**config.mk**
```make
export PLATFORM = sky130hd
export DESIGN_NAME = clock_failure_monitor_monitor
export DESIGN_NICKNAME = d
export VERILOG_FILES = /design/src/shared/clock_failure_monitor_pkg.sv /design/src/rtl/clock_failure_monitor_monitor.sv
export SDC_FILE = /design/constraint.sdc
export NUM_CORES = 1
export LEC_CHECK = 0
export BUFFER_PORTS_ARGS = -buffer_cell sky130_fd_sc_hd__clkbuf_2
export CAP_MARGIN = 40
export CORE_UTILIZATION = 49
export CTS_CLUSTER_DIAMETER = 50
export DETAILED_ROUTE_END_ITERATION = 8
export PLACE_DENSITY = 0.81
export REMOVE_ABC_BUFFERS = 1
export SYNTH_ARGS = -nofsm -noshare
export SYNTH_HDL_FRONTEND = slang
export SYNTH_SLANG_ARGS = --single-unit
```
**constraint.sdc**
```tcl
create_clock -name sys_clk -period 2.88 [get_ports sys_clk]
set_input_delay 0.288 -clock sys_clk [delete_from_list [all_inputs] [get_ports sys_clk]]
set_output_delay 0.288 -clock sys_clk [all_outputs]
set_load 0.005 [all_outputs]
```
**src/shared/clock_failure_monitor_pkg.sv**
```systemverilog
package clock_failure_monitor_pkg;

  // ==========================================================================
  // clocking and timing
  // ==========================================================================
  localparam int unsigned SYS_CLK_HZ         = 100_000_000;
  localparam int unsigned SAMPLE_DIVIDE      = 64;
  localparam int unsigned SAMPLE_HALF_EDGES  = SAMPLE_DIVIDE / 2;
  localparam int unsigned STARTUP_CYCLES_DEF = 1024;
  localparam int unsigned STARTUP_CNT_W      = 16;
  localparam int unsigned SAMPLE_CNT_W       = 5;

  // ==========================================================================
  // register map (byte addresses)
  // ==========================================================================
  localparam logic [7:0] ADDR_SWITCH  = 8'h00;
  localparam logic [7:0] ADDR_REQUEST = 8'h04;
  localparam logic [7:0] ADDR_ENABLE  = 8'h08;
  localparam logic [7:0] ADDR_STATUS  = 8'h0C;
  localparam logic [7:0] ADDR_SLEEP   = 8'h10;

  // ==========================================================================
  // field positions
  // ==========================================================================
  localparam int unsigned SRC_LSB      = 0;
  localparam int unsigned DIV_LSB      = 4;
  localparam int unsigned FLAG_BIT     = 0;
  localparam int unsigned IE_BIT       = 0;
  localparam int unsigned SLEEP_BIT    = 0;
  localparam int unsigned ST_FAILSAFE  = 0;
  localparam int unsigned ST_STARTUP   = 1;
  localparam int unsigned ST_ASLEEP    = 2;
  localparam int unsigned ST_MONITOR   = 3;
  localparam int unsigned ST_RUN_SRC   = 4;
  localparam int unsigned ST_RUN_DIV   = 8;

  // ==========================================================================
  // encodings and reset values
  // ==========================================================================
  typedef enum logic [1:0] {
    SRC_HF_INTERNAL = 2'h0,
    SRC_LF_INTERNAL = 2'h1,
    SRC_EXTERNAL    = 2'h2,
    SRC_EXTERNAL_PLL = 2'h3
  } clock_failure_monitor_src_t;

  typedef enum logic [2:0] {
    MODE_EXT_CLOCK_HIGH   = 3'h0,
    MODE_EXT_CLOCK_MID    = 3'h1,
    MODE_EXT_CLOCK_LOW    = 3'h2,
    MODE_INTERNAL_ONLY    = 3'h3,
    MODE_LOW_POWER_XTAL   = 3'h4,
    MODE_CRYSTAL          = 3'h5,
    MODE_HIGH_SPEED_XTAL  = 3'h6,
    MODE_RESERVED         = 3'h7
  } clock_failure_monitor_mode_t;

  localparam clock_failure_monitor_src_t  RST_SRC      = SRC_EXTERNAL;
  localparam logic [3:0] RST_DIV      = 4'h0;
  // divider code that gives 1 MHz from the high-frequency internal oscillator
  localparam logic [3:0] DIV_FAILSAFE = 4'h5;

  typedef struct packed {
    logic       monitor_config_enable;
    clock_failure_monitor_mode_t mode;
  } clock_failure_monitor_cfg_t;

  typedef struct packed {
    clock_failure_monitor_src_t  src;
    logic [3:0] div;
  } clock_failure_monitor_clk_sel_t;

endpackage

```
**src/rtl/clock_failure_monitor_monitor.sv**
```systemverilog
`timescale 1ns/1ns
module clock_failure_monitor_monitor #(
  parameter int unsigned STARTUP_CYCLES = clock_failure_monitor_pkg::STARTUP_CYCLES_DEF
) (
  input  wire logic                    sys_clk,
  input  wire logic                    rst_n,
  input  wire logic                    hsel,
  input  wire logic [31:0]             haddr,
  input  wire logic [1:0]              htrans,
  input  wire logic                    hwrite,
  input  wire logic [2:0]              hsize,
  input  wire logic [31:0]             hwdata,
  input  wire logic                    hready,
  output logic                         hreadyout,
  output logic                         hresp,
  output logic [31:0]                  hrdata,
  input  wire clock_failure_monitor_pkg::clock_failure_monitor_cfg_t     cfg,
  input  wire logic                    ext_clk,
  input  wire logic                    lf_osc_clk,
  input  wire logic                    wake_req,
  output clock_failure_monitor_pkg::clock_failure_monitor_clk_sel_t      clk_sel,
  output logic                         osc_fail_irq,
  output logic                         fail_safe_active,
  output logic                         startup_running
);
  import clock_failure_monitor_pkg::*;

  // ==========================================================================
  // synchronisers and edge detection
  // ==========================================================================
  logic [2:0] ext_sync;
  logic [2:0] lf_sync;
  logic [2:0] next_ext_sync;
  logic [2:0] next_lf_sync;
  logic       ext_fall;
  logic       lf_rise;

  always_comb begin
    next_ext_sync = {ext_sync[1:0], ext_clk};
    next_lf_sync  = {lf_sync[1:0], lf_osc_clk};
  end

  always_ff @(posedge sys_clk or negedge rst_n) begin
    if (!rst_n) begin
      ext_sync <= 3'h0;
      lf_sync  <= 3'h0;
    end else begin
      ext_sync <= next_ext_sync;
      lf_sync  <= next_lf_sync;
    end
  end

  // only stages 1 and 2 feed logic
  assign ext_fall = ext_sync[2] & ~ext_sync[1];
  assign lf_rise  = ~lf_sync[2] & lf_sync[1];

  // ==========================================================================
  // bus address phase
  // ==========================================================================
  logic       wr_pend;
  logic [7:0] wr_addr;
  logic       next_wr_pend;
  logic [7:0] next_wr_addr;
  logic       take;
  logic       wr_switch;
  logic       wr_request;
  logic       wr_enable;
  logic       wr_sleep;

  assign take = hsel & htrans[1] & hready;

  always_comb begin
    next_wr_pend = take & hwrite;
    next_wr_addr = take ? haddr[7:0] : wr_addr;
  end

  assign wr_switch  = wr_pend & (wr_addr == ADDR_SWITCH);
  assign wr_request = wr_pend & (wr_addr == ADDR_REQUEST);
  assign wr_enable  = wr_pend & (wr_addr == ADDR_ENABLE);
  assign wr_sleep   = wr_pend & (wr_addr == ADDR_SLEEP) & hwdata[SLEEP_BIT];

  // ==========================================================================
  // sample clock and detector latch
  // ==========================================================================
  logic [SAMPLE_CNT_W-1:0] sample_cnt;
  logic                    sample_clk;
  logic                    det_latch;
  logic                    armed;
  logic [SAMPLE_CNT_W-1:0] next_sample_cnt;
  logic                    next_sample_clk;
  logic                    next_det_latch;
  logic                    next_armed;
  logic                    sample_rise;
  logic                    sample_fall;
  logic                    monitor_on;
  logic                    fail_evt;

  always_comb begin
    next_sample_cnt = sample_cnt;
    next_sample_clk = sample_clk;
    sample_rise     = 1'b0;
    sample_fall     = 1'b0;
    if (lf_rise) begin
      // toggle every half of the divide ratio
      if (sample_cnt == SAMPLE_CNT_W'(SAMPLE_HALF_EDGES - 1)) begin
        next_sample_cnt = '0;
        next_sample_clk = ~sample_clk;
        sample_rise     = ~sample_clk;
        sample_fall     = sample_clk;
      end else begin
        next_sample_cnt = sample_cnt + SAMPLE_CNT_W'(1);
      end
    end
    next_det_latch = det_latch;
    if (sample_rise) begin
      next_det_latch = 1'b0;
    end
    if (ext_fall) begin
      next_det_latch = 1'b1;
    end
    // arm only after a full clear, so a stale latch never trips
    next_armed = armed;
    if (!monitor_on) begin
      next_armed = 1'b0;
    end else if (sample_rise) begin
      next_armed = 1'b1;
    end
    fail_evt = monitor_on & armed & sample_fall & ~det_latch & ~ext_fall;
  end

  always_ff @(posedge sys_clk or negedge rst_n) begin
    if (!rst_n) begin
      sample_cnt <= '0;
      sample_clk <= 1'b0;
      det_latch  <= 1'b0;
      armed      <= 1'b0;
    end else begin
      sample_cnt <= next_sample_cnt;
      sample_clk <= next_sample_clk;
      det_latch  <= next_det_latch;
      armed      <= next_armed;
    end
  end

  // ==========================================================================
  // clock control
  // ==========================================================================
  clock_failure_monitor_src_t                sel_src;
  logic [3:0]               sel_div;
  clock_failure_monitor_src_t                int_src;
  logic                     fail_safe;
  logic                     asleep;
  logic                     boot;
  logic                     timer_on;
  logic [STARTUP_CNT_W-1:0] timer_cnt;
  logic                     flag;
  logic                     irq_en;
  clock_failure_monitor_src_t                next_sel_src;
  logic [3:0]               next_sel_div;
  clock_failure_monitor_src_t                next_int_src;
  logic                     next_fail_safe;
  logic                     next_asleep;
  logic                     next_boot;
  logic                     next_timer_on;
  logic [STARTUP_CNT_W-1:0] next_timer_cnt;
  logic                     next_flag;
  logic                     next_irq_en;
  clock_failure_monitor_clk_sel_t            next_clk_sel;
  logic                     mode_ext;
  logic                     mode_clk_in;
  logic                     wants_ext;
  logic                     start_timer;

  always_comb begin
    mode_ext    = (cfg.mode != MODE_INTERNAL_ONLY) && (cfg.mode != MODE_RESERVED);
    mode_clk_in = (cfg.mode == MODE_EXT_CLOCK_HIGH) || (cfg.mode == MODE_EXT_CLOCK_MID) ||
                  (cfg.mode == MODE_EXT_CLOCK_LOW);
    wants_ext   = (sel_src == SRC_EXTERNAL) || (sel_src == SRC_EXTERNAL_PLL);
    monitor_on  = cfg.monitor_config_enable & mode_ext & wants_ext
                  & ~timer_on & ~fail_safe & ~asleep & ~boot;
  end

  always_comb begin
    next_sel_src   = sel_src;
    next_sel_div   = sel_div;
    next_int_src   = int_src;
    next_fail_safe = fail_safe;
    next_asleep    = asleep;
    next_boot      = 1'b0;
    next_timer_on  = timer_on;
    next_timer_cnt = timer_cnt;
    next_irq_en    = irq_en;
    start_timer    = 1'b0;

    // startup timer counts external cycles
    if (timer_on && ext_fall) begin
      if (timer_cnt == STARTUP_CNT_W'(STARTUP_CYCLES - 1)) begin
        next_timer_on = 1'b0;
      end else begin
        next_timer_cnt = timer_cnt + STARTUP_CNT_W'(1);
      end
    end

    if (boot) begin
      start_timer = wants_ext & mode_ext;
    end

    if (wr_switch) begin
      next_sel_src   = clock_failure_monitor_src_t'(hwdata[SRC_LSB +: 2]);
      next_sel_div   = hwdata[DIV_LSB +: 4];
      next_fail_safe = 1'b0;
      if ((next_sel_src == SRC_EXTERNAL) || (next_sel_src == SRC_EXTERNAL_PLL)) begin
        start_timer = mode_ext;
      end else begin
        next_int_src  = next_sel_src;
        next_timer_on = 1'b0;
      end
    end

    if (wr_sleep) begin
      next_asleep    = 1'b1;
      next_fail_safe = 1'b0;
      next_timer_on  = 1'b0;
    end else if (asleep && wake_req) begin
      next_asleep = 1'b0;
      start_timer = wants_ext & mode_ext;
    end

    if (start_timer && !mode_clk_in) begin
      next_timer_on  = 1'b1;
      next_timer_cnt = '0;
    end else if (start_timer) begin
      next_timer_on = 1'b0;
    end

    if (fail_evt) begin
      next_fail_safe = 1'b1;
    end

    if (wr_enable) begin
      next_irq_en = hwdata[IE_BIT];
    end

    // software write first, so a failure in the same cycle still sets it
    next_flag = flag;
    if (wr_request) begin
      next_flag = hwdata[FLAG_BIT];
    end
    if (fail_evt) begin
      next_flag = 1'b1;
    end

    if (next_fail_safe) begin
      next_clk_sel.src = SRC_HF_INTERNAL;
      next_clk_sel.div = DIV_FAILSAFE;
    end else if (next_timer_on || next_boot || boot) begin
      next_clk_sel.src = next_int_src;
      next_clk_sel.div = next_sel_div;
    end else begin
      next_clk_sel.src = next_sel_src;
      next_clk_sel.div = next_sel_div;
    end
  end

  always_ff @(posedge sys_clk or negedge rst_n) begin
    if (!rst_n) begin
      sel_src          <= RST_SRC;
      sel_div          <= RST_DIV;
      int_src          <= SRC_HF_INTERNAL;
      fail_safe        <= 1'b0;
      asleep           <= 1'b0;
      boot             <= 1'b1;
      timer_on         <= 1'b0;
      timer_cnt        <= '0;
      flag             <= 1'b0;
      irq_en           <= 1'b0;
      clk_sel          <= '{src: SRC_HF_INTERNAL, div: RST_DIV};
      osc_fail_irq     <= 1'b0;
      fail_safe_active <= 1'b0;
      startup_running  <= 1'b0;
    end else begin
      sel_src          <= next_sel_src;
      sel_div          <= next_sel_div;
      int_src          <= next_int_src;
      fail_safe        <= next_fail_safe;
      asleep           <= next_asleep;
      boot             <= next_boot;
      timer_on         <= next_timer_on;
      timer_cnt        <= next_timer_cnt;
      flag             <= next_flag;
      irq_en           <= next_irq_en;
      clk_sel          <= next_clk_sel;
      osc_fail_irq     <= next_flag & next_irq_en;
      fail_safe_active <= next_fail_safe;
      startup_running  <= next_timer_on;
    end
  end

  // ==========================================================================
  // bus read data and response
  // ==========================================================================
  logic [31:0] next_hrdata;

  always_comb begin
    next_hrdata = hrdata;
    if (take && !hwrite) begin
      next_hrdata = 32'h0000_0000;
      unique case (haddr[7:0])
        ADDR_SWITCH: begin
          next_hrdata[SRC_LSB +: 2] = next_sel_src;
          next_hrdata[DIV_LSB +: 4] = next_sel_div;
        end
        ADDR_REQUEST: begin
          next_hrdata[FLAG_BIT] = next_flag;
        end
        ADDR_ENABLE: begin
          next_hrdata[IE_BIT] = next_irq_en;
        end
        ADDR_STATUS: begin
          next_hrdata[ST_FAILSAFE]     = next_fail_safe;
          next_hrdata[ST_STARTUP]      = next_timer_on;
          next_hrdata[ST_ASLEEP]       = next_asleep;
          next_hrdata[ST_MONITOR]      = monitor_on;
          next_hrdata[ST_RUN_SRC +: 2] = next_clk_sel.src;
          next_hrdata[ST_RUN_DIV +: 4] = next_clk_sel.div;
        end
        ADDR_SLEEP: begin
          next_hrdata[SLEEP_BIT] = next_asleep;
        end
        default: begin
          next_hrdata = 32'h0000_0000;
        end
      endcase
    end
  end

  always_ff @(posedge sys_clk or negedge rst_n) begin
    if (!rst_n) begin
      wr_pend   <= 1'b0;
      wr_addr   <= 8'h00;
      hrdata    <= 32'h0000_0000;
      hreadyout <= 1'b0;
      hresp     <= 1'b0;
    end else begin
      wr_pend   <= next_wr_pend;
      wr_addr   <= next_wr_addr;
      hrdata    <= next_hrdata;
      hreadyout <= 1'b1;
      hresp     <= 1'b0;
    end
  end

endmodule

```
==> run_results.csv, run 1 <==
group,metric,value,unit
floorplan,core,6490,sq um
synthesis,synth_top_area_share,52.6,%
routing,vias,2417,
power,peakVddDrop,0.000384,V
setup_path,path_max_fanout,7,
synthesis,synthTopCellsByArea,"dfrtp_1 53%, buf_4 4.7%, nor2_1 3.4%",
global_routing,grt_max_degree,38,
global_routing,grt_pass1_vias,2324,
layout,diodes,0,
setup_path,cp_data_arrival_time,2.54,ns
power,switching_share,27.8,%
setup_path,critPathCaptureType,"flop",
setup_path,crit_path_start_kind,"flop",
synthesis,ys_seq_elements,73,
sta,finalSetupTns,0,ns
clock_network,clock_sinks,73,
setup_path,worstPathRequired,3.13,ns
routing,drt-total-wl,6290,microns
clock_network,cts_setup_buffers,0,
power,leakage,0.00193,uW
power,clock_power_share,30.9,%
routing,drt-initial-drc-count,121,
synthesis,synthCells,315,
sta,relSlewSlack,47.3,%
run,max_cap_violations,0,
sta,fin_crit,2.29,ns
layout,syn_to_final_growth,13.0,%
placement,place.gp.congestion,0.790,
placement,place_ws,0.618,ns
synthesis,synth-edff-count,0,
clock_network,clockBufferDepth,2,
power,sequentialPowerShare,56.1,%
routing,firstDrtPassIters,4,
sta,fin_hold_ws,0.0253,ns
synthesis,avgSynthCellArea,10.7,sq um
synthesis,yosysTopAreaCell,"dfrtp_1",
synthesis,seq_area_frac_synth,54.2,%
power,p_comb_share,13.0,%
sta,post-route-period-util,79.5,%
layout,nets,460,
synthesis,ys.flop_type,"dfrtp_1",
layout,drive_above_1_share,23.6,%
floorplan,die-area,7230,sq um
synthesis,async_flop_share,100,%
power,power_switching,602,uW
synthesis,synth_cell_types,58,
layout,utilization,58.8,%
clock_network,clk_pin_slew,0.08,ns
sta,setup_viol,0,
global_routing,grt_pass1_wl,10700,microns
global_routing,grt_usage,19.2,%
setup_path,crit_type,"reg2reg",
placement,dp.cells,442,
floorplan,num_rows,29,
sta,fin_ws,0.590,ns
layout,fin_cells,458,
routing,routed_via_density,5.28,
sta,hold_violations,0,
floorplan,die_h,85,microns
routing,drcViolationCount,0,
power,power_density,569,nW/um^2
placement,portBuffers,48,
clock_network,cts_resized,0,
floorplan,start_util,52.0,%
synthesis,syn-cell-area,3380,sq um
floorplan,boundaryPins,124,
clock_network,clk_latency,0.35,ns
placement,post-dp-hpwl,4630,microns
global_routing,overflow,0,
worst_hold_path,hp-class,"in2async",
sta,fmax,437,MHz
sta,skew,0.00884,ns
routing,wl_per_cell,13.7,microns
sta,rsz0062_at_grt,"false",
run_status,outcome,"complete, no violations",
clock_network,cts_max_level,3,
layout,layout_commonest_cell,"dfrtp_1",
clock_network,cts_hold_buf,0,
global_routing,antenna_found_initial,0,
routing,antenna_left,0,
synthesis,ys_warn_count,0,
sta,tightest_slew,0.790,ns
clock_network,cts_buffers,9,
floorplan,die_x,85,microns
clock_network,cts_tree,"yes",
clock_network,root_buffer,"clkbuf_8",
layout,layout_common_cells,"71 x dfrtp_1, 47 x clkbuf_2, 31 x nor2_1",
sta,drv_slew,0,
power,p_int,1570,uW
-- state kept, by name (all words and copies together), names as in the netlist --
signal and count:
timer_cnt 16, hrdata 12, wr_addr 8, clk_sel 6, sample_cnt 5, sel_div 4, ext_sync 3, lf_sync 3
int_src 2, sel_src 2, armed 1, asleep 1, boot 1, det_latch 1, fail_safe 1, flag 1
hreadyout 1, irq_en 1, osc_fail_irq 1, sample_clk 1, timer_on 1, wr_pend 1
-- Yosys cell counts, types with 6 or more instances --
library cell / n
dfrtp_1: 71
nor2_1: 31
nand2_1: 28
buf_4: 21
o21ai_0: 13
inv_1: 12
xor2_1: 11
nand3_1: 10
a21oi_1: 9
nand4_1: 9
mux2_2: 8
mux2i_1: 8
and3_1: 6
nand2b_1: 6
-- through the flow --
| step | power (uW) | cell area [sq um] |
|---|---|---|
| 3_3_place_gp | 1500 | 3660 |
| 5_1_grt | 2290 | 3820 |
| 4_1_cts | 2200 | 3820 |
| 6_report | 2170 | 3820 |
| 3_5_place_dp | 1520 | 3660 |
| 2_1_floorplan | 1400 | 3280 |
-- path summary, 6_finish.rpt --
| check | start | to | slack (ns) | cells past startpoint |
|---|---|---|---|---|
| max | sample_cnt[0] | hrdata[0] | 0.59 | 9 |
| min | rst_n | sel_src[0] | 0.03 | 1 |
| max reg2reg | sample_cnt[0] | hrdata[0] | 0.59 | 9 |
| min reg2reg | lf_sync[0] | lf_sync[1] | 0.35 | 0 |
| max in group asynchronous | rst_n | timer_cnt[7] | 2.08 | 2 |
| min in group sys_clk | lf_osc_clk | lf_sync[0] | 0.05 | 1 |
-- area by class of cell --
class / instances / area (sq um)
Timing Repair Buffer: 53 / 278
Tap cell: 77 / 96.3
Sequential cell: 73 / 1830
Clock inverter: 3 / 18.8
Inverter: 14 / 55.1
Fill cell: 575 / 2680
Multi-Input combinational cell: 225 / 1400
Clock buffer: 13 / 139
-- critical path: stages, from the launching register on --
cell	delay [ns]
dfrtp_1	0.40
ha_1	0.20
and3_1	0.16
ha_1	0.20
nand2_1	0.12
or4_4	0.54
and2_4	0.18
inv_4	0.09
o2111ai_1	0.11
a31oi_1	0.19
-- kinds of logic after synthesis --
kind of cell | synth area share [%]
and+or+nand+nor | 19.6
DFF | 54.2
AOI/OAI and AO/OA | 8.56
buffers and inverters | 6.67
muxes | 5.49
xor gates and xnor gates | 4.15
adders and majority gates | 1.11
other | 0.222
-- power by group through the flow --
stage	registers (uW)	logic [uW]	clock network (uW)
after global placement	1230	272	0
after detailed placement	1230	285	0
after global routing	1230	327	734
after floorplan	1220	182	0
after CTS	1220	285	695
final	1220	281	672
-- layer usage --
| layer | global-route usage (%) | part of all wire (%) | routed length [microns] | vias up |
|---|---|---|---|---|
| met5 | 0 | 0 | 0 | - |
| met1 | 25.4 | 47 | 2930 | 1148 |
| met3 | 5.25 | 5.6 | 353 | 10 |
| met2 | 29.9 | 46 | 2890 | 78 |
| li1 | - | - | - | 1181 |
| met4 | 7.86 | 1.8 | 113 | 0 |
Power figures use the tool's default switching activity.
==> inputs of run 2 (changes only) <==
==> constraint.sdc (replaced) <==
create_clock -name sys_clk -period 2.4 [get_ports sys_clk]
set_input_delay 0.24 -clock sys_clk [delete_from_list [all_inputs] [get_ports sys_clk]]
set_output_delay 0.24 -clock sys_clk [all_outputs]
set_load 0.005 [all_outputs]
==> run 2 against run 1 <==
Effect of this change: sequential power rose by 20%; critical endpoint unchanged; core utilization increased by 1.9 points; cell count up 1.3%.
==> run_results.csv, run 2 (same netlist as run 1, synthesis figures left out) <==
group,metric,value,unit
run_status,outcome,"complete, no violations",
global_routing,grt_pass1_vias,2437,
power,sequentialPowerShare,51.8,%
setup_path,crit_type,"reg2reg",
setup_path,critPathBufInv,1,
floorplan,core,6490,sq um
floorplan,die_x,85,microns
setup_path,path_cells,"ha_2 -> and3_1 -> ha_1 -> nand2_1 -> or4_4 -> and2_4 -> inv_4 -> o2111ai_1 -> a31oi_1",
global_routing,grt_usage,19.9,%
placement,postPlaceCellArea,3690,sq um
layout,syn_to_final_growth,16.8,%
power,leakage,0.00199,uW
sta,setup_viol,0,
global_routing,overflow,0,
layout,fin_area,3940,sq um
routing,wl_per_cell,14.2,microns
routing,firstDrtPassIters,4,
layout,largestRegisters,"timer_cnt x16, hrdata x12, wr_addr x8",
routing,drcViolationCount,0,
global_routing,antenna_found_initial,0,
placement,post-dp-hpwl,4790,microns
floorplan,start_util,52.0,%
clock_network,cts_buffers,9,
sta,post-route-period-util,94.7,%
floorplan,num_rows,29,
sta,fmax,440,MHz
power,power_switching,747,uW
floorplan,die_h,85,microns
clock_network,clockBufferDepth,2,
layout,diodes,0,
layout,nets,466,
worst_hold_path,hp-class,"in2reg",
clock_network,clk_pin_slew,0.08,ns
setup_path,slowest_stage,"or4_4",
placement,dp.cells,445,
clock_network,cts_tree,"yes",
setup_path,worst_path_dominant_cell_family,"simple AND/OR/NAND/NOR gates",
layout,drive_above_1_share,25.3,%
clock_network,clk_latency,0.35,ns
floorplan,die-area,7230,sq um
setup_path,cp_data_arrival_time,2.54,ns
layout,layout_commonest_cell,"dfrtp_1",
routing,routed_via_density,5.39,
routing,drt-total-wl,6580,microns
clock_network,clock_sinks,73,
layout,layout_common_cells,"71 x dfrtp_1, 47 x clkbuf_2, 31 x nor2_1",
run,max_cap_violations,0,
setup_path,critPathCaptureType,"flop",
power,switching_share,26.5,%
layout,fin_cells,464,
sta,fin_hold_ws,0.122,ns
setup_path,crit_path_start_kind,"flop",
placement,place.gp.congestion,0.785,
placement,portBuffers,48,
clock_network,cts_max_level,3,
routing,antenna_left,0,
sta,drv_slew,0,
routing,vias,2499,
clock_network,cts_setup_buffers,0,
sta,hold_violations,0,
sta,finalSetupTns,0,ns
routing,drt-initial-drc-count,142,
global_routing,grt_pass1_wl,11200,microns
power,peakVddDrop,0.000492,V
sta,rsz0062_at_grt,"false",
power,p_comb_share,12.4,%
global_routing,grt_max_degree,74,
sta,skew,0.00944,ns
power,power_density,716,nW/um^2
sta,fin_crit,2.27,ns
setup_path,path_max_fanout,7,
power,p_int,2080,uW
layout,largest_register_ff_count,16,
layout,utilization,60.7,%
clock_network,root_buffer,"clkbuf_8",
layout,largest_register,"timer_cnt",
setup_path,cpPeakStageDelay,0.55,ns
floorplan,boundaryPins,124,
setup_path,worstPathRequired,2.67,ns
power,clock_power_share,35.8,%
run 2: cell count changes in the layout (fill, tap and decap cells not counted):
cell,delta
buf_12,+1
buf_4,+2
bufinv_16,+1
clkbuf_1,-4
clkbuf_8,+3
clkinv_2,-1
clkinv_4,-1
clkinvlp_4,+2
dlygate4sd3_1,+3
ha_1,-1
ha_2,+1
run 2: routing by layer:
layer  wire length (microns)  track usage, %  vias up
met3                     382            6.42       10
met4                      71            6.01        0
met2                    3110            32.2       79
li1                        -               -     1194
met1                    3010            25.7     1216
met5                       0               0        -
run 2: path summary, 6_finish.rpt:
kind | slack [ns] | endpoint | depth (start not counted) | start
setup / recovery | 0.13 | hrdata[0] | 9 | sample_cnt[0]
hold / removal | 0.12 | wr_pend | 3 | hwrite
setup reg to reg | 0.13 | hrdata[0] | 9 | sample_cnt[0]
hold reg to reg | 0.36 | ext_sync[1] | 0 | ext_sync[0]
max in group asynchronous | 1.61 | sel_src[1] | 3 | rst_n
min in group asynchronous | 0.45 | wr_pend | 3 | rst_n
run 2: final cells by class:
type,instances,area (sq um)
clock buffer,12,165
sequential,73,1830
multi-input combinational,225,1400
fill,567,2550
inverter,14,55.1
tap,77,96.3
timing repair buffer,59,343
clock inverter,4,50.0
run 2: timing repair:
action,in CTS,in global routing
endpoints found under the hold margin,73,0
resized for setup,0,1
hold buffers,3,0
setup endpoints to repair,0,1
run 2: power groups by stage:
stage	registers (uW)	logic, uW	clock network (uW)
2_1_floorplan	1460	218	0
3_3_place_gp	1470	330	0
3_5_place_dp	1480	349	0
4_1_cts	1460	354	1030
5_1_grt	1480	401	1100
6_report	1460	350	1010
run 2: worst reg2reg max path, cell delays in order, from the launching register on:
cell and delay [ns]:
dfrtp_1 0.40, ha_2 0.21, and3_1 0.17, ha_1 0.19, nand2_1 0.13, or4_4 0.55, and2_4 0.18, inv_4 0.10
o2111ai_1 0.11, a31oi_1 0.15
run 2: per-stage QoR:
step | setup slack [ns] | total power (uW)
after floorplan | 0.362 | 1680
after global placement | 0.215 | 1800
after detailed placement | 0.144 | 1830
after CTS | 0.126 | 2840
after global routing | 0.00113 | 2980
final | 0.128 | 2820
